`config.mk`:
```
export PLATFORM = sky130hd
export DESIGN_NAME = acc_top
export DESIGN_NICKNAME = d
export VERILOG_FILES = /design/src/include/acc_pkg.sv /design/src/hw/acc_top.sv
export SDC_FILE = /design/constraint.sdc
export NUM_CORES = 1
export LEC_CHECK = 0
export ABC_CLOCK_PERIOD_IN_PS = 3820
export BUFFER_PORTS_ARGS = -buffer_cell sky130_fd_sc_hd__buf_2
export CORE_AREA = 5 5 80 82
export CTS_BUF_LIST = sky130_fd_sc_hd__clkbuf_8
export DETAILED_ROUTE_END_ITERATION = 6
export DIE_AREA = 0 0 85 87
export GPL_TIMING_DRIVEN = 1
export PLACE_DENSITY = 0.84
export SLEW_MARGIN = 20
export SYNTH_ARGS = -nofsm -noshare
export SYNTH_HDL_FRONTEND = slang
export SYNTH_SLANG_ARGS = --single-unit
```
`constraint.sdc`:
```
create_clock -name clk_sys -period 3.82 [get_ports clk_sys]
set_input_delay 0 -clock clk_sys [delete_from_list [all_inputs] [get_ports clk_sys]]
set_output_delay 0 -clock clk_sys [all_outputs]
set_load 0.02 [all_outputs]
```
`src/include/acc_pkg.sv`:
```
// Package with register map, field positions and reset values of the comparator control block.
package acc_pkg;
	localparam int NUM_CMP = 3;
	localparam logic [11:0] OFS_CTRL_A3 = 12'hEC8;
	localparam logic [11:0] OFS_CTRL_B3 = 12'hEC9;
	localparam logic [11:0] OFS_CTRL_A2 = 12'hECC;
	localparam logic [11:0] OFS_CTRL_B2 = 12'hECD;
	localparam logic [11:0] OFS_CTRL_A1 = 12'hED0;
	localparam logic [11:0] OFS_CTRL_B1 = 12'hED1;
	localparam logic [11:0] OFS_MIRROR = 12'hED4;
	localparam logic [11:0] OFS_FLAGS = 12'hED8;
	localparam logic [11:0] OFS_PIN = 12'hEDC;
	localparam int BIT_EN = 7;
	localparam int BIT_OUT = 6;
	localparam int BIT_POL = 4;
	localparam int BIT_HYS = 1;
	localparam int BIT_SYNC = 0;
	localparam int BIT_RISE = 1;
	localparam int BIT_FALL = 0;
	localparam int PIN_SEL_LSB = 0;
	localparam int PIN_DIR_LSB = 4;
	localparam logic [7:0] CTRL_A_WMASK = 8'h93;
	localparam logic [7:0] CTRL_B_WMASK = 8'h03;
	localparam logic [7:0] RST_CTRL = 8'h00;
	localparam logic [7:0] RST_PIN = 8'h70;
	localparam int INSTR_DIV = 4;
endpackage

```
`src/hw/acc_top.sv`:
```
// Control and result logic for three analog comparators behind an APB slave.
`timescale 1ns/1ps
`default_nettype none
// How it works
// [RQ1] Three comparator instances, each with own control, status and output logic.
// [RQ2] Raw result is low when non-inverting input is below inverting input.
// [RQ3] First control register holds enable, result, polarity, hysteresis, sync bits.
// [RQ4] Second control register holds rising and falling edge interrupt enables.
// [RQ5] Enable bit powers comparator; clear puts it in lowest power state.
// [RQ6] Result readable from own status bit or shared mirror register.
// [RQ7] Software selects pin source and clears pin direction to drive result.
// [RQ8] Internal result relatched each instruction cycle; pin result not latched.
// [RQ9] Polarity bit set inverts result; clear passes it straight.
// [RQ10] Status bit follows table: zero when inverting higher, swapped by polarity.
// [RQ11] Hysteresis bit enables input offset on that comparator.
// [RQ12] Enabled edge on result sets the comparator interrupt flag.
// [RQ13] Software clears flag; an edge during the clear keeps it set.
// [RQ14] Sync mode latches result on falling edge of timer prescaled clock.
// [RQ15] Toggling polarity or enable can still raise the interrupt when disabled.
// [RQ16] Edge detectors watch the latched polarity adjusted result.
module acc_top (
	input  wire logic        clk_sys,
	input  wire logic        rst,
	input  wire logic        psel,
	input  wire logic        penable,
	input  wire logic        pwrite,
	input  wire logic [11:0] paddr,
	input  wire logic [31:0] pwdata,
	output logic      [31:0] prdata,
	output logic             pready,
	output logic             pslverr,
	input  wire logic [2:0]  cmp_raw_in,
	input  wire logic        timer_clk_in,
	output logic      [2:0]  unit_power_select,
	output logic      [2:0]  hysteresis_select,
	output logic      [2:0]  cmp_irq_flag,
	output logic             pin_out,
	output logic             pin_oe
);
	////////////////////////////////////////////////////////////////////////////////
	logic [7:0] ctrl_a_reg [3];
	logic [7:0] ctrl_b_reg [3];
	logic [2:0] flag_reg;
	logic [7:0] pin_reg;
	logic [2:0] raw_s1_reg;
	logic [2:0] raw_s2_reg;
	logic       tmr_s1_reg;
	logic       tmr_s2_reg;
	logic       tmr_d_reg;
	logic [1:0] div_reg;
	logic [2:0] res_reg;
	logic [2:0] res_d_reg;
	logic [2:0] pin_res_reg;
	logic [31:0] rdata_next;
	logic [2:0] live;
	logic [2:0] rise;
	logic [2:0] fall;
	logic [2:0] edge_hit;
	logic [2:0] clr_req;
	logic [2:0] sel_a;
	logic [2:0] sel_b;
	wire        wr_en = psel & penable & pwrite;
	// Read data is captured in the setup cycle, so it stands at the edge that sees pready.
	wire        setup = psel & ~penable;
	wire        rd_setup = setup & ~pwrite;
	wire        instr_tick = (div_reg == 2'(acc_pkg::INSTR_DIV - 1));
	wire        tmr_fall = tmr_d_reg & ~tmr_s2_reg;
	wire        sel_mirror = (paddr == acc_pkg::OFS_MIRROR);
	wire        sel_flags = (paddr == acc_pkg::OFS_FLAGS);
	wire        sel_pin = (paddr == acc_pkg::OFS_PIN);
	wire        mapped = (|sel_a) | (|sel_b) | sel_mirror | sel_flags | sel_pin;
	wire [1:0]  pin_src = pin_reg[acc_pkg::PIN_SEL_LSB +: 2];
	wire [2:0]  pin_dir = pin_reg[acc_pkg::PIN_DIR_LSB +: 3];
	assign sel_a[0] = (paddr == acc_pkg::OFS_CTRL_A1);
	assign sel_a[1] = (paddr == acc_pkg::OFS_CTRL_A2);
	assign sel_a[2] = (paddr == acc_pkg::OFS_CTRL_A3);
	assign sel_b[0] = (paddr == acc_pkg::OFS_CTRL_B1);
	assign sel_b[1] = (paddr == acc_pkg::OFS_CTRL_B2);
	assign sel_b[2] = (paddr == acc_pkg::OFS_CTRL_B3);
	assign clr_req = (wr_en && sel_flags) ? pwdata[2:0] : 3'h0;
	////////////////////////////////////////////////////////////////////////////////
	// Analog inputs are asynchronous to the core clock, so they are synchronised first.
	always_ff @(posedge clk_sys) begin
		if (rst) begin
			raw_s1_reg <= 3'h0;
			raw_s2_reg <= 3'h0;
			tmr_s1_reg <= 1'b0;
			tmr_s2_reg <= 1'b0;
			tmr_d_reg  <= 1'b0;
			div_reg    <= 2'h0;
		end else begin
			raw_s1_reg <= cmp_raw_in;
			raw_s2_reg <= raw_s1_reg;
			tmr_s1_reg <= timer_clk_in;
			tmr_s2_reg <= tmr_s1_reg;
			tmr_d_reg  <= tmr_s2_reg;
			div_reg    <= instr_tick ? 2'h0 : div_reg + 2'h1;
		end
	end
	////////////////////////////////////////////////////////////////////////////////
	genvar g;
	generate
		for (g = 0; g < acc_pkg::NUM_CMP; g++) begin : g_cmp // RQ1
			wire en  = ctrl_a_reg[g][acc_pkg::BIT_EN];
			wire pol = ctrl_a_reg[g][acc_pkg::BIT_POL];
			wire syn = ctrl_a_reg[g][acc_pkg::BIT_SYNC];
			// A disabled comparator presents a low raw level; polarity still applies.
			assign live[g] = (en & raw_s2_reg[g]) ^ pol; // RQ2 RQ5 RQ9 RQ10 RQ15
			wire take = syn ? tmr_fall : instr_tick; // RQ8 RQ14
			assign rise[g] = res_reg[g] & ~res_d_reg[g]; // RQ16
			assign fall[g] = ~res_reg[g] & res_d_reg[g]; // RQ16
			assign edge_hit[g] = (rise[g] & ctrl_b_reg[g][acc_pkg::BIT_RISE]) |
				(fall[g] & ctrl_b_reg[g][acc_pkg::BIT_FALL]); // RQ12
			always_ff @(posedge clk_sys) begin
				if (rst) begin
					ctrl_a_reg[g] <= acc_pkg::RST_CTRL;
					ctrl_b_reg[g] <= acc_pkg::RST_CTRL;
					res_reg[g]    <= 1'b0;
					res_d_reg[g]  <= 1'b0;
					flag_reg[g]   <= 1'b0;
				end else begin
					if (wr_en && sel_a[g]) begin
						ctrl_a_reg[g] <= pwdata[7:0] & acc_pkg::CTRL_A_WMASK; // RQ3
					end
					if (wr_en && sel_b[g]) begin
						ctrl_b_reg[g] <= pwdata[7:0] & acc_pkg::CTRL_B_WMASK; // RQ4
					end
					if (take) begin
						res_reg[g] <= live[g];
					end
					res_d_reg[g] <= res_reg[g];
					// Set wins over a simultaneous clear.
					flag_reg[g] <= edge_hit[g] | (flag_reg[g] & ~clr_req[g]); // RQ13
				end
			end
		end
	endgenerate
	////////////////////////////////////////////////////////////////////////////////
	always_comb begin
		rdata_next = 32'h0;
		for (int i = 0; i < acc_pkg::NUM_CMP; i++) begin
			if (sel_a[i]) begin
				rdata_next[7:0] = ctrl_a_reg[i];
				rdata_next[acc_pkg::BIT_OUT] = res_reg[i]; // RQ6 RQ10
			end
			if (sel_b[i]) begin
				rdata_next[7:0] = ctrl_b_reg[i];
			end
		end
		if (sel_mirror) begin
			rdata_next[2:0] = res_reg; // RQ6
		end
		if (sel_flags) begin
			rdata_next[2:0] = flag_reg;
		end
		if (sel_pin) begin
			rdata_next[7:0] = pin_reg;
		end
	end
	// The pin path bypasses the instruction latch to keep its delay short.
	always_ff @(posedge clk_sys) begin
		if (rst) begin
			pin_reg           <= acc_pkg::RST_PIN;
			prdata            <= 32'h0;
			pready            <= 1'b0;
			pslverr           <= 1'b0;
			pin_res_reg       <= 3'h0;
			pin_out           <= 1'b0;
			pin_oe            <= 1'b0;
			unit_power_select <= 3'h0;
			hysteresis_select <= 3'h0;
			cmp_irq_flag      <= 3'h0;
		end else begin
			if (wr_en && sel_pin) begin
				pin_reg <= pwdata[7:0] & 8'h73;
			end
			prdata  <= rd_setup ? rdata_next : 32'h0;
			pready  <= setup;
			pslverr <= setup & ~mapped;
			pin_res_reg <= live; // RQ8
			pin_out <= (pin_src == 2'h0) ? 1'b0 : pin_res_reg[pin_src - 2'h1]; // RQ7
			pin_oe  <= (pin_src != 2'h0) & ~pin_dir[pin_src - 2'h1]; // RQ7
			for (int i = 0; i < acc_pkg::NUM_CMP; i++) begin
				unit_power_select[i] <= ctrl_a_reg[i][acc_pkg::BIT_EN]; // RQ5
				hysteresis_select[i] <= ctrl_a_reg[i][acc_pkg::BIT_HYS]; // RQ11
			end
			cmp_irq_flag <= flag_reg;
		end
	end
	////////////////////////////////////////////////////////////////////////////////
	a_flag_sets: assert property (@(posedge clk_sys) disable iff (rst)
		edge_hit[0] |=> flag_reg[0]) else $error("edge did not set flag"); // RQ12
	a_set_wins: assert property (@(posedge clk_sys) disable iff (rst)
		(edge_hit[1] && clr_req[1]) |=> flag_reg[1]) else $error("clear beat set"); // RQ13
	a_clear_works: assert property (@(posedge clk_sys) disable iff (rst)
		(clr_req[2] && !edge_hit[2]) |=> !flag_reg[2]) else $error("flag not cleared"); // RQ13
	a_latch_hold: assert property (@(posedge clk_sys) disable iff (rst)
		(!instr_tick && !ctrl_a_reg[0][acc_pkg::BIT_SYNC]) |=> $stable(res_reg[0]))
		else $error("result changed off tick"); // RQ8
	a_tick_period: assert property (@(posedge clk_sys) disable iff (rst)
		instr_tick |=> !instr_tick [*3] ##1 instr_tick) else $error("tick period wrong"); // RQ8
	a_pol_invert: assert property (@(posedge clk_sys) disable iff (rst)
		(!ctrl_a_reg[1][acc_pkg::BIT_EN]) |-> (live[1] == ctrl_a_reg[1][acc_pkg::BIT_POL]))
		else $error("disabled result wrong"); // RQ9
	a_power_out: assert property (@(posedge clk_sys) disable iff (rst)
		##1 unit_power_select[2] == $past(ctrl_a_reg[2][acc_pkg::BIT_EN]))
		else $error("power select mismatch"); // RQ5
	a_hys_out: assert property (@(posedge clk_sys) disable iff (rst)
		##1 hysteresis_select[0] == $past(ctrl_a_reg[0][acc_pkg::BIT_HYS]))
		else $error("hysteresis mismatch"); // RQ11
	a_rise_edge: assert property (@(posedge clk_sys) disable iff (rst)
		rise[0] |-> $past(res_reg[0]) == 1'b0) else $error("rise without edge"); // RQ16
	////////////////////////////////////////////////////////////////////////////////
	// Bus timing: zero wait states, answer and error stand in the access cycle.
	a_pready_setup: assert property ( // RQ6
		@(posedge clk_sys) disable iff (rst)
		setup |=> pready)
		else $error("pready missing in access");

	a_pready_idle: assert property ( // RQ6
		@(posedge clk_sys) disable iff (rst)
		!setup |=> !pready)
		else $error("pready outside access");

	a_slverr_unmap: assert property ( // RQ6
		@(posedge clk_sys) disable iff (rst)
		(setup && !mapped) |=> pslverr)
		else $error("unmapped access without error");

	a_slverr_ok: assert property ( // RQ6
		@(posedge clk_sys) disable iff (rst)
		(setup && mapped) |=> !pslverr)
		else $error("mapped access with error");

	a_rdata_idle: assert property ( // RQ6
		@(posedge clk_sys) disable iff (rst)
		!rd_setup |=> (prdata == 32'h0))
		else $error("read data outside read");

	a_mirror_read: assert property ( // RQ6
		@(posedge clk_sys) disable iff (rst)
		(rd_setup && sel_mirror) |=> (prdata[2:0] == $past(res_reg)))
		else $error("mirror read wrong");

	// Register writes and masks.
	a_write_ctrl_a: assert property ( // RQ3
		@(posedge clk_sys) disable iff (rst)
		(wr_en && sel_a[1]) |=> (ctrl_a_reg[1] == ($past(pwdata[7:0]) & acc_pkg::CTRL_A_WMASK)))
		else $error("control a write lost");

	a_write_ctrl_b: assert property ( // RQ4
		@(posedge clk_sys) disable iff (rst)
		(wr_en && sel_b[0]) |=> (ctrl_b_reg[0] == ($past(pwdata[7:0]) & acc_pkg::CTRL_B_WMASK)))
		else $error("control b write lost");

	a_ctrl_a_mask: assert property ( // RQ3
		@(posedge clk_sys) disable iff (rst)
		(ctrl_a_reg[0] & ~acc_pkg::CTRL_A_WMASK) == 8'h00)
		else $error("reserved control a bit set");

	a_ctrl_b_mask: assert property ( // RQ4
		@(posedge clk_sys) disable iff (rst)
		(ctrl_b_reg[2] & ~acc_pkg::CTRL_B_WMASK) == 8'h00)
		else $error("reserved control b bit set");

	a_unmapped_keep: assert property ( // RQ7
		@(posedge clk_sys) disable iff (rst)
		(wr_en && !mapped) |=> $stable(pin_reg))
		else $error("unmapped write changed pin setup");

	// Result path.
	a_live_enabled: assert property ( // RQ2 RQ10
		@(posedge clk_sys) disable iff (rst)
		ctrl_a_reg[0][acc_pkg::BIT_EN] |->
			(live[0] == (raw_s2_reg[0] ^ ctrl_a_reg[0][acc_pkg::BIT_POL])))
		else $error("enabled result wrong");

	a_disabled_pol: assert property ( // RQ5
		@(posedge clk_sys) disable iff (rst)
		!ctrl_a_reg[2][acc_pkg::BIT_EN] |-> (live[2] == ctrl_a_reg[2][acc_pkg::BIT_POL]))
		else $error("disabled result not polarity");

	a_tick_take: assert property ( // RQ8
		@(posedge clk_sys) disable iff (rst)
		(instr_tick && !ctrl_a_reg[1][acc_pkg::BIT_SYNC]) |=> (res_reg[1] == $past(live[1])))
		else $error("result not latched on tick");

	a_sync_take: assert property ( // RQ14
		@(posedge clk_sys) disable iff (rst)
		(tmr_fall && ctrl_a_reg[2][acc_pkg::BIT_SYNC]) |=> (res_reg[2] == $past(live[2])))
		else $error("result not latched on timer fall");

	a_sync_hold: assert property ( // RQ14
		@(posedge clk_sys) disable iff (rst)
		(!tmr_fall && ctrl_a_reg[2][acc_pkg::BIT_SYNC]) |=> $stable(res_reg[2]))
		else $error("synced result moved off timer fall");

	a_pin_unlatched: assert property ( // RQ8
		@(posedge clk_sys) disable iff (rst)
		##1 pin_res_reg == $past(live))
		else $error("pin result latched");

	a_pin_off: assert property ( // RQ7
		@(posedge clk_sys) disable iff (rst)
		(pin_src == 2'h0) |=> (!pin_oe && !pin_out))
		else $error("pin driven with no source");

	a_fall_edge: assert property ( // RQ16
		@(posedge clk_sys) disable iff (rst)
		fall[1] |-> ($past(res_reg[1]) == 1'b1))
		else $error("fall without edge");

	// Flags and copies.
	a_no_spurious: assert property ( // RQ12
		@(posedge clk_sys) disable iff (rst)
		(!edge_hit[0] && !flag_reg[0]) |=> !flag_reg[0])
		else $error("flag set without edge");

	a_flag_out: assert property ( // RQ12
		@(posedge clk_sys) disable iff (rst)
		##1 cmp_irq_flag == $past(flag_reg))
		else $error("flag output mismatch");

	a_power_copy: assert property ( // RQ5
		@(posedge clk_sys) disable iff (rst)
		##1 unit_power_select[0] == $past(ctrl_a_reg[0][acc_pkg::BIT_EN]))
		else $error("power select copy mismatch");

	a_hys_copy: assert property ( // RQ11
		@(posedge clk_sys) disable iff (rst)
		##1 hysteresis_select[2] == $past(ctrl_a_reg[2][acc_pkg::BIT_HYS]))
		else $error("hysteresis copy mismatch");

	c_rise_irq: cover property (@(posedge clk_sys) rise[0] && edge_hit[0]);
	c_fall_irq: cover property (@(posedge clk_sys) fall[1] && edge_hit[1]);
	c_set_clear: cover property (@(posedge clk_sys) edge_hit[1] && clr_req[1]);
	c_sync_take: cover property (@(posedge clk_sys) tmr_fall && ctrl_a_reg[2][acc_pkg::BIT_SYNC]);
endmodule
`default_nettype wire

```
==> results by group, run 1 <==
Run status
  • Run status: finished, final reports clean

Timing
  • Final Hold Viols: 0
  • Worst Clk Skew: 0.00593 ns
  • RSZ-0062 raised after global routing: no
  • Post-route clock period utilization: 44.1%
  • Slew Viols, Final: 0
  • Setup TNS Final: 0 ns
  • Relative slew slack: 55.3%
  • F_max: 0.593 GHz
  • Fin crit period: 1.69 ns
  • Slew at the pin with the worst max-slew slack: 0.670 ns
  • Endpoints failing setup: 0
  • Worst hold margin: 0.0520 ns

Detailed routing
  • Iteration-0 DRC Markers: 237
  • Post-route DRC violation count: 0
  • Vias per cell: 5.47
  • Post-route ant nets: 0
  • Initial DRT Pass Iterations: 5
  • Routed wire length: 6760 microns
  • Via count: 2,378
  • DR WL/cell: 15.5 microns

Die
  • Row count: 28
  • Die width: 85 microns
  • Io pins: 98
  • Initial Util: 52.6%
  • Full die area: 7400 sq um
  • Die height: 87 microns
  • Total core area: 5680 sq um

Worst setup path
  • Worst r2r src: pin_reg[0]
  • Worst Reg-to-Reg Cells: 6
  • Endpoint type of the worst setup path: register
  • Largest fanout on the critical path: 6
  • WP data required: 3.86 ns
  • Worst reg2reg endpoint: pin_out
  • Crit Path Category: input pin to register
  • Worst EP arrival: 1.73 ns
  • Crit start category: input pin
  • Critical path destination: ctrl_a_reg[0][3]
  • Flop2flop setup slack: 2.31 ns
  • Setup crit start: penable

Cells and area
  • Diode count: 0
  • Finished Core Util: 60.8%
  • Max reg flops: 12
  • Layout cells sized above 1: 19.2%
  • # nets final: 413
  • Commonest non-fill, non-tap cell in the layout: dfxtp_1
  • Most frequent cells in the layout: 48 x dfxtp_1, 47 x buf_2, 27 x nor2b_1, 25 x conb_1, 23 x nor2_1
  • Design Area, Final: 3450 sq um
  • Area delta synth->final: 15.7%

Logic synthesis
  • Async set-reset flop share out of synthesis: 0%
  • Largest area contributor in the netlist: dfxtp_1
  • Cell Area, Synth: 2980 sq um
  • Ys Warns: 0
  • Ys flop type: dfxtp_1
  • Ranking of synthesized cells by area: dfxtp_1 32%, edfxtp_1 18%, buf_4 6.3%
  • Cells after synthesis: 298
  • Share of the synthesized area in the top cell type: 32.2%
  • #FFs+latches synth: 66
  • Syn_area_per_cell: 10.0 sq um
  • Post-synthesis sequential area ratio: 50.3%
  • Synth cell types: 56
  • EDFF count, synth: 18

Global routing
  • Global Route Usage Sum: 19.2%
  • Antenna violations before repair: 0
  • First-pass GRT wire length: 10,800 microns
  • Vias in the first global route: 2,301
  • GRT overflow: 0
  • Pin count of the biggest net entering global routing: 41

Power
  • Static Leak: 1.35 nW
  • Total Power: 0.00138 W
  • Worst ir drop on vdd: 0.228 mV
  • PwrDens: 399 nW/um^2

Clock tree
  • Number of H-tree levels: 3
  • Skew-Pair Late Insertion Delay: 0.34 ns
  • Post-CTS setup buffer count: 0
  • TritonCTS Buffers: 9
  • CTS tree: yes
  • Worst-case clock buffer depth: 2
  • Sink Count: 66
  • Root Buffer: clkbuf_8
  • Clk slew on worst S/H paths: 0.06 ns

Placed design
  • Cell Area, Placed: 3170 sq um
  • Hpwl dp: 4870 microns
  • Final GP Congestion: 0.861
  • Buffers on Ports: 47

Hold path
  • Min-Delay Startpoint: psel
  • Worst Hold Class: input pin to register

Job
  • # Max-Cap Violations: 0
## worst min-delay path by stage
stage / to / slack [ns] / cells after the start
final: pslverr / 0.05 / 3
after global routing: pslverr / 0.06 / 3
after CTS: flag_reg[2] / 0.05 / 4
after detailed placement: raw_s1_reg[1] / 0.22 / 2
after global placement: raw_s1_reg[0] / 0.22 / 2
after floorplan: pready / 0.09 / 1
## cell families (layout without fill, tap and decap cells)
| kind of cell | count (synthesis) | count (layout) | share of synthesized area [%] |
|---|---|---|---|
| AOI/OAI and AO/OA | 53 | 53 | 12.2 |
| xor gates and xnor gates | 3 | 3 | 0.881 |
| adders and majority gates | 2 | 2 | 0.838 |
| buffers and inverters | 40 | 78 | 8.34 |
| DFF | 66 | 66 | 50.3 |
| muxes | 8 | 8 | 2.89 |
| other | 1 | 25 | 0.126 |
| and+or+nand+nor | 125 | 125 | 24.4 |
## through the flow
| stage | instances | worst slack, ns |
|---|---|---|
| 2_1_floorplan | 322 | 2.41 |
| 3_3_place_gp | 409 | 1.99 |
| 3_5_place_dp | 409 | 1.94 |
| 4_1_cts | 435 | 2.17 |
| 5_1_grt | 435 | 2.01 |
| 6_report | 435 | 2.13 |
## cell usage after synthesis, types with 2 or more instances
library cell  instances
buf_4                25
and4b_1               2
nor3_1                6
nand4b_1              2
nor2b_1              27
a211oi_1              3
o21ai_0              10
a21oi_1              12
and2_1                5
inv_1                 5
o21ai_1               2
mux2i_1               3
a22o_1                7
nand4_1               2
nand2_1              20
edfxtp_1             18
nand3_1              12
ha_1                  2
nand2b_1              5
dfxtp_1              48
mux2_2                4
nor4_1                4
nor3b_1               2
clkbuf_1              5
nor2_1               23
o22a_1                2
and2b_1               3
a22oi_1               2
o221ai_1              2
xor2_1                3
a32oi_1               2
buf_2                 4
a31oi_1               2
and4bb_1              2
## per-layer routing
metal	up-vias	track usage (%)	routed length (microns)	part of all wire (%)
li1	1139	-	-	-
met1	1097	22.8	2760	41
met2	126	31.8	3300	49
met3	16	5.68	552	8.2
met4	0	9.50	150	2.2
met5	-	0	0	0
## cell type report
class	instances	area, sq um
flip-flops and latches	66	1500
multi-input cells	216	1320
fillers	480	2220
well taps	75	93.8
inverters	5	18.8
clock inverters	3	12.5
clock buffers	10	138
repair buffers	60	365
## where the power goes
group | switching, W | total [W] | internal, W
sequential | 0.0000157 | 0.000762 | 0.000746
combinational | 0.0000930 | 0.000147 | 0.0000543
clock | 0.000234 | 0.000470 | 0.000236
## critical path, cell delays in order
cell	delay, ns
dlygate4sd3_1	0.54
buf_2	0.14
nand3_1	0.25
nor4_4	0.52
nand2_1	0.10
nand2_1	0.18
## what timing repair did
item                      CTS  global route
hold buffers               13             0
hold endpoints to repair   15             0
gates resized for setup     0             0
No activity file was read; power rests on OpenSTA's default activity.
==> inputs of run 2 (changes only) <==
--- a/config.mk
+++ b/config.mk
@@ -5,14 +5,14 @@
 export SDC_FILE = /design/constraint.sdc
 export NUM_CORES = 1
 export LEC_CHECK = 0
-export ABC_CLOCK_PERIOD_IN_PS = 3820
+export ABC_CLOCK_PERIOD_IN_PS = 1370
 export BUFFER_PORTS_ARGS = -buffer_cell sky130_fd_sc_hd__buf_2
-export CORE_AREA = 5 5 80 82
+export CORE_AREA = 5 5 86 88
 export CTS_BUF_LIST = sky130_fd_sc_hd__clkbuf_8
 export DETAILED_ROUTE_END_ITERATION = 6
-export DIE_AREA = 0 0 85 87
+export DIE_AREA = 0 0 91 93
 export GPL_TIMING_DRIVEN = 1
-export PLACE_DENSITY = 0.84
+export PLACE_DENSITY = 0.77
 export SLEW_MARGIN = 20
 export SYNTH_ARGS = -nofsm -noshare
 export SYNTH_HDL_FRONTEND = slang
==> constraint.sdc (replaced) <==
create_clock -name clk_sys -period 1.37 [get_ports clk_sys]
set_input_delay 0 -clock clk_sys [delete_from_list [all_inputs] [get_ports clk_sys]]
set_output_delay 0 -clock clk_sys [all_outputs]
set_load 0.02 [all_outputs]
==> run 2 against run 1 <==
Against the previous run: combinational power grew to 3.1 times the previous value; clock skew about the same; global-route usage shrank 2.1 points; clock power grew to 2.7 times the previous value; critical path type is now register to register; largest cell class unchanged.
==> results by group, run 2 (same netlist as run 1, synthesis figures left out) <==
Global routing
  • First-pass GRT wire length: 11,500 microns
  • Vias in the first global route: 2,430
  • Pin count of the biggest net entering global routing: 37
  • GRT overflow: 0
  • Antenna violations before repair: 0
  • Global Route Usage Sum: 17.2%

Hold path
  • Worst hold endpoint: prdata[2]
  • Worst hold path depth: 3
  • Min-Delay Startpoint: pwrite
  • Worst Hold Class: input pin to register

Cells and area
  • Design Area, Final: 3720 sq um
  • Layout Cells excl Fill: 472
  • Max reg flops: 12
  • Filler instances: 555
  • Layout cells sized above 1: 27.0%
  • Area delta synth->final: 24.6%
  • Diode count: 0
  • Most frequent cells in the layout: 47 x dfxtp_1, 47 x buf_2, 32 x buf_4, 27 x nor2b_1, 25 x conb_1
  • # nets final: 444

Worst setup path
  • Largest fanout on the critical path: 2
  • Endpoint type of the worst setup path: register
  • Worst Reg-to-Reg Cells: 4
  • Crit start category: register
  • Crit Path Category: register to register
  • Flop2flop setup slack: 0.05 ns
  • Worst r2r src: ctrl_a_reg[0][0]
  • WP data required: 1.60 ns
  • Setup crit start: ctrl_a_reg[0][0]
  • Worst EP arrival: 1.54 ns
  • Worst reg2reg endpoint: prdata[0]

Run status
  • Run status: finished, final reports clean

Clock tree
  • Root Buffer: clkbuf_8
  • Clk slew on worst S/H paths: 0.07 ns
  • Sink Count: 66
  • Number of H-tree levels: 3
  • Worst-case clock buffer depth: 2
  • TritonCTS Buffers: 9
  • CTS tree: yes
  • Skew-Pair Late Insertion Delay: 0.34 ns

Timing
  • Final Hold Viols: 0
  • RSZ-0062 raised after global routing: yes
  • Slew Viols, Final: 0
  • Endpoints failing setup: 0
  • Worst Clk Skew: 0.00608 ns
  • Post-route clock period utilization: 96.0%
  • Fin crit period: 1.32 ns
  • F_max: 0.760 GHz

Power
  • Worst ir drop on vdd: 0.438 mV
  • PwrDens: 1030 nW/um^2
  • Static Leak: 1.51 nW

Detailed routing
  • Routed wire length: 7030 microns
  • Initial DRT Pass Iterations: 4
  • Iteration-0 DRC Markers: 174
  • Post-route DRC violation count: 0
  • Post-route ant nets: 0
  • Via count: 2,450
  • DR WL/cell: 14.9 microns
  • Vias per cell: 5.19

Die
  • Io pins: 98
  • Die width: 91 microns
  • Total core area: 6570 sq um
  • Row count: 30
  • Full die area: 8460 sq um
  • Die height: 93 microns
  • Initial Util: 45.4%

Placed design
  • Buffers on Ports: 47
  • Hpwl dp: 5390 microns
  • Placed cells: 445
  • Final GP Congestion: 0.826
  • Cell Area, Placed: 3420 sq um

Job
  • # Max-Cap Violations: 0
-- run 2: metrics by stage --
step           setup TNS [ns]  setup WS, ns  power (W)  hold slack [ns]  util (%)
3_5_place_dp           -0.411       -0.0552    0.00259            0.216      52.0
2_1_floorplan               0        0.0343    0.00247           0.0889         -
5_1_grt               -0.0370       -0.0234    0.00401           0.0375      56.6
3_3_place_gp           -0.157       -0.0286    0.00258            0.220      52.0
4_1_cts                     0       0.00559    0.00386          0.00162      56.3
6_report                    0        0.0543    0.00384           0.0201      56.6
-- run 2: how the worst max path moves through the flow --
stage,end
after floorplan,ctrl_a_reg[1][0]
after global placement,prdata[0]
after detailed placement,ctrl_a_reg[2][3]
after CTS,prdata[0]
after global routing,prdata[0]
final,prdata[0]
-- run 2: critical path: stages, from the launching register on --
cell,delay [ns]
edfxtp_1,0.39
mux2_4,0.29
a32oi_2,0.19
o221ai_2,0.12
a32o_1,0.23
-- run 2: area by class of cell --
type | instances | area [sq um] | area share [%]
Sequential cell | 66 | 1500 | 40.4
Multi-Input combinational cell | 216 | 1360 | 36.5
Clock buffer | 9 | 124 | 3.33
Clock inverter | 5 | 20.0 | 0.538
Inverter | 5 | 18.8 | 0.505
Timing Repair Buffer | 91 | 596 | 16.0
Tap cell | 80 | 100 | 2.69
-- run 2: report_power, final --
group          internal [W]  total, W  switching (W)
registers           0.00208   0.00212      0.0000439
clock network      0.000606   0.00126       0.000650
logic              0.000192  0.000462       0.000270
-- run 2: layer usage --
| layer | global-route usage [%] | part of all wire [%] | vias to the layer above |
|---|---|---|---|
| met1 | 20.9 | 41 | 1123 |
| met5 | 0 | 0 | - |
| met4 | 8.19 | 3.3 | 0 |
| met3 | 4.75 | 7.8 | 23 |
| met2 | 28.1 | 48 | 108 |
| li1 | - | - | 1196 |
-- run 2: timing repair --
action / in CTS / in global routing
pin swaps: 2 / 0
endpoints found under the hold margin: 12 / 0
setup buffers: 0 / 1
endpoints found under the setup margin: 2 / 2
hold buffers: 12 / 0
gates resized for setup: 2 / 3
==> inputs of run 3 (changes only) <==
--- a/config.mk
+++ b/config.mk
@@ -5,14 +5,15 @@
 export SDC_FILE = /design/constraint.sdc
 export NUM_CORES = 1
 export LEC_CHECK = 0
+export ABC_AREA = 1
 export ABC_CLOCK_PERIOD_IN_PS = 1370
 export BUFFER_PORTS_ARGS = -buffer_cell sky130_fd_sc_hd__buf_2
-export CORE_AREA = 5 5 86 88
+export CORE_AREA = 5 5 87 89
 export CTS_BUF_LIST = sky130_fd_sc_hd__clkbuf_8
 export DETAILED_ROUTE_END_ITERATION = 6
-export DIE_AREA = 0 0 91 93
+export DIE_AREA = 0 0 92 94
 export GPL_TIMING_DRIVEN = 1
-export PLACE_DENSITY = 0.77
+export PLACE_DENSITY = 0.76
 export SLEW_MARGIN = 20
 export SYNTH_ARGS = -nofsm -noshare
 export SYNTH_HDL_FRONTEND = slang
==> run 3 against run 2 <==
Against the previous run: critical path type is now input pin to register; total power increased by 4.9%; largest power group unchanged; largest cell class unchanged; sequential share of layout area fell by 0.14 points; count of clock-buffer cells in the layout stayed put.
==> results by group, run 3 <==
Die
  • Initial Util: 45.9%
  • Total core area: 6680 sq um
  • Row count: 30
  • Die height: 94 microns
  • Full die area: 8650 sq um
  • Die width: 92 microns
  • Io pins: 98

Placed design
  • Buffers on Ports: 47
  • Final GP Congestion: 0.913
  • Hpwl dp: 5500 microns
  • Cell Area, Placed: 3430 sq um

Logic synthesis
  • Synth cell types: 34
  • Ys Warns: 0
  • EDFF count, synth: 18
  • Syn_area_per_cell: 8.13 sq um
  • Ys flop type: dfxtp_1
  • Most frequent cell after synthesis: nor2_1
  • Cell Area, Synth: 3070 sq um
  • Async set-reset flop share out of synthesis: 0%
  • Ranking of synthesized cells by area: dfxtp_1 31%, edfxtp_1 18%, nor2_1 8.2%
  • #FFs+latches synth: 66
  • Synth top cells by count: 67 x nor2_1, 62 x inv_1, 48 x dfxtp_1, 44 x nand2_1, 25 x buf_4
  • Largest area contributor in the netlist: dfxtp_1
  • Share of the synthesized area in the top cell type: 31.3%
  • Cells after synthesis: 377
  • Post-synthesis sequential area ratio: 49.0%

Worst setup path
  • Endpoint type of the worst setup path: register
  • Worst EP arrival: 1.31 ns
  • CP max stage cell: dlygate4sd3_1
  • Crit start category: input pin
  • Largest fanout on the critical path: 6
  • Crit-path cells: dlygate4sd3_1, buf_2, nand3_1, inv_1, buf_4, nand2_1, nand2_1
  • WP data required: 1.41 ns
  • Critical path's largest stage delay: 0.52 ns
  • Crit Path Category: input pin to register
  • Worst Reg-to-Reg Cells: 6
  • CP most frequent cell: nand2_1

Global routing
  • Vias in the first global route: 2,548
  • Pin count of the biggest net entering global routing: 34
  • Global Route Usage Sum: 17.8%
  • First-pass GRT wire length: 11,900 microns
  • Antenna violations before repair: 0
  • GRT overflow: 0

Cells and area
  • Finished Core Util: 55.8%
  • Area taken by multi-input logic gates: 1210 sq um
  • # nets final: 514
  • Max reg flops: 12
  • Storage cell area: 1500 sq um
  • Filler instances: 608
  • Design Area, Final: 3730 sq um
  • Layout cells sized above 1: 22.8%
  • Commonest non-fill, non-tap cell in the layout: nor2_1
  • Diode count: 0
  • Area delta synth->final: 21.6%
  • Most frequent cells in the layout: 67 x nor2_1, 65 x inv_1, 48 x dfxtp_1, 47 x buf_2, 44 x nand2_1

Power
  • Static Leak: 1.86 nW
  • Total net switching power: 0.00100 W
  • Clock power share: 37.2%
  • Combinational power share: 9.9%
  • PwrDens: 1080 nW/um^2
  • Power Internal: 0.00303 W
  • Flop pwr share: 52.9%
  • Worst ir drop on vdd: 0.732 mV
  • Switching share of power: 24.9%

Detailed routing
  • Iteration-0 DRC Markers: 128
  • Met3 wire length: 645 microns
  • Via count: 2,551
  • Vias per cell: 4.69
  • Routed wire length: 7210 microns
  • DRT met1 WL: 2960 microns
  • Post-route ant nets: 0
  • Metal2 WL: 3460 microns
  • Initial DRT Pass Iterations: 5
  • Post-route DRC violation count: 0
  • DR WL/cell: 13.2 microns
  • Top routing layer in use: met4

Timing
  • Final Hold Viols: 0
  • Endpoints failing setup: 0
  • Slew Viols, Final: 0
  • Post-route clock period utilization: 92.9%
  • Worst Clk Skew: 0.00933 ns
  • RSZ-0062 raised after global routing: no
  • Setup TNS Final: 0 ns
  • F_max: 0.785 GHz
  • Fin crit period: 1.27 ns

Job
  • # Max-Cap Violations: 0

Clock tree
  • TritonCTS Buffers: 9
  • Root Buffer: clkbuf_8
  • CTS tree: yes
  • Clk slew on worst S/H paths: 0.06 ns
  • Sink Count: 66
  • Post-CTS setup buffer count: 0
  • Skew-Pair Late Insertion Delay: 0.34 ns
  • Worst-case clock buffer depth: 2
  • Number of H-tree levels: 3

Hold path
  • Worst hold path depth: 3
  • Worst Hold Class: input pin to register

Run status
  • Run status: finished, final reports clean
==> run 3: changes by cell type in the layout (fill, tap and decap cells not counted), sizes merged, moves of 4 or more <==
cell	change
nor2b	-27
buf	-13
nor2	+52
a22o	-7
inv	+59
nand2b	-5
nor4	-4
nand2	+33
o21ai	+5
nand3	+10
and2	-5
mux2	-5
==> run 3: layer usage <==
layer	up-vias	track usage, %
met2	111	29.5
met5	-	0
met3	15	6.73
met4	0	7.55
li1	1311	-
met1	1114	20.8
==> run 3: per-stage QoR <==
| stage | cells | hold WS [ns] | power [W] | setup slack, ns |
|---|---|---|---|---|
| final | 544 | 0.0308 | 0.00403 | 0.0967 |
| after global routing | 544 | 0.0156 | 0.00420 | 0.0130 |
| after CTS | 544 | 0.0180 | 0.00404 | 0.126 |
| after detailed placement | 517 | 0.211 | 0.00255 | 0.0108 |
| after global placement | 517 | 0.200 | 0.00253 | 0.0273 |
| after floorplan | 401 | 0.107 | 0.00246 | 0.0737 |
==> run 3: cell families (layout without fill, tap and decap cells) <==
group,count (synthesis),after routing,share of synthesized area (%)
AND/OR/NAND/NOR,167,167,26.3
buffers and inverters,96,159,14.9
flip-flops,66,66,49.0
AO/OA/AOI/OAI,42,42,8.08
XOR/XNOR,3,3,0.857
adder cells (fa/ha/maj),2,2,0.816
other,1,25,0.122
==> run 3: path summary, 6_finish.rpt <==
check / startpoint / slack [ns] / end
hold reg to reg: raw_s1_reg[0] / 0.39 / raw_s2_reg[0]
setup reg to reg: pin_reg[0] / 0.14 / pin_out
hold / removal: pwdata[4] / 0.03 / pin_reg[4]
setup / recovery: psel / 0.1 / ctrl_a_reg[0][3]
==> run 3: worst max-delay path: cells and delay by family <==
family | cells | cell delay, ns
buf+inv | 4 | 0.96
simple gates | 3 | 0.35
==> run 3: final cells by class <==
| cell class | count | share of cell area [%] |
|---|---|---|
| clock inverters | 7 | 1.51 |
| multi-input cells | 239 | 32.5 |
| repair buffers | 77 | 13.1 |
| flip-flops and latches | 66 | 40.3 |
| well taps | 80 | 2.68 |
| clock buffers | 9 | 3.32 |
| inverters | 66 | 6.64 |
==> run 3: power by group through the flow <==
stage	Clock [W]	Combinational [W]	Sequential, W
2_1_floorplan	0	0.000279	0.00218
3_3_place_gp	0	0.000359	0.00217
3_5_place_dp	0	0.000372	0.00217
4_1_cts	0.00152	0.000396	0.00213
5_1_grt	0.00162	0.000444	0.00214
6_report	0.00150	0.000399	0.00213
==> run 3: timing repair <==
| item | 4_1_cts | 5_1_grt |
|---|---|---|
| gates resized for setup | 0 | 2 |
| hold endpoints to repair | 12 | 0 |
| endpoints found under the setup margin | 0 | 1 |
| hold buffers | 11 | 0 |
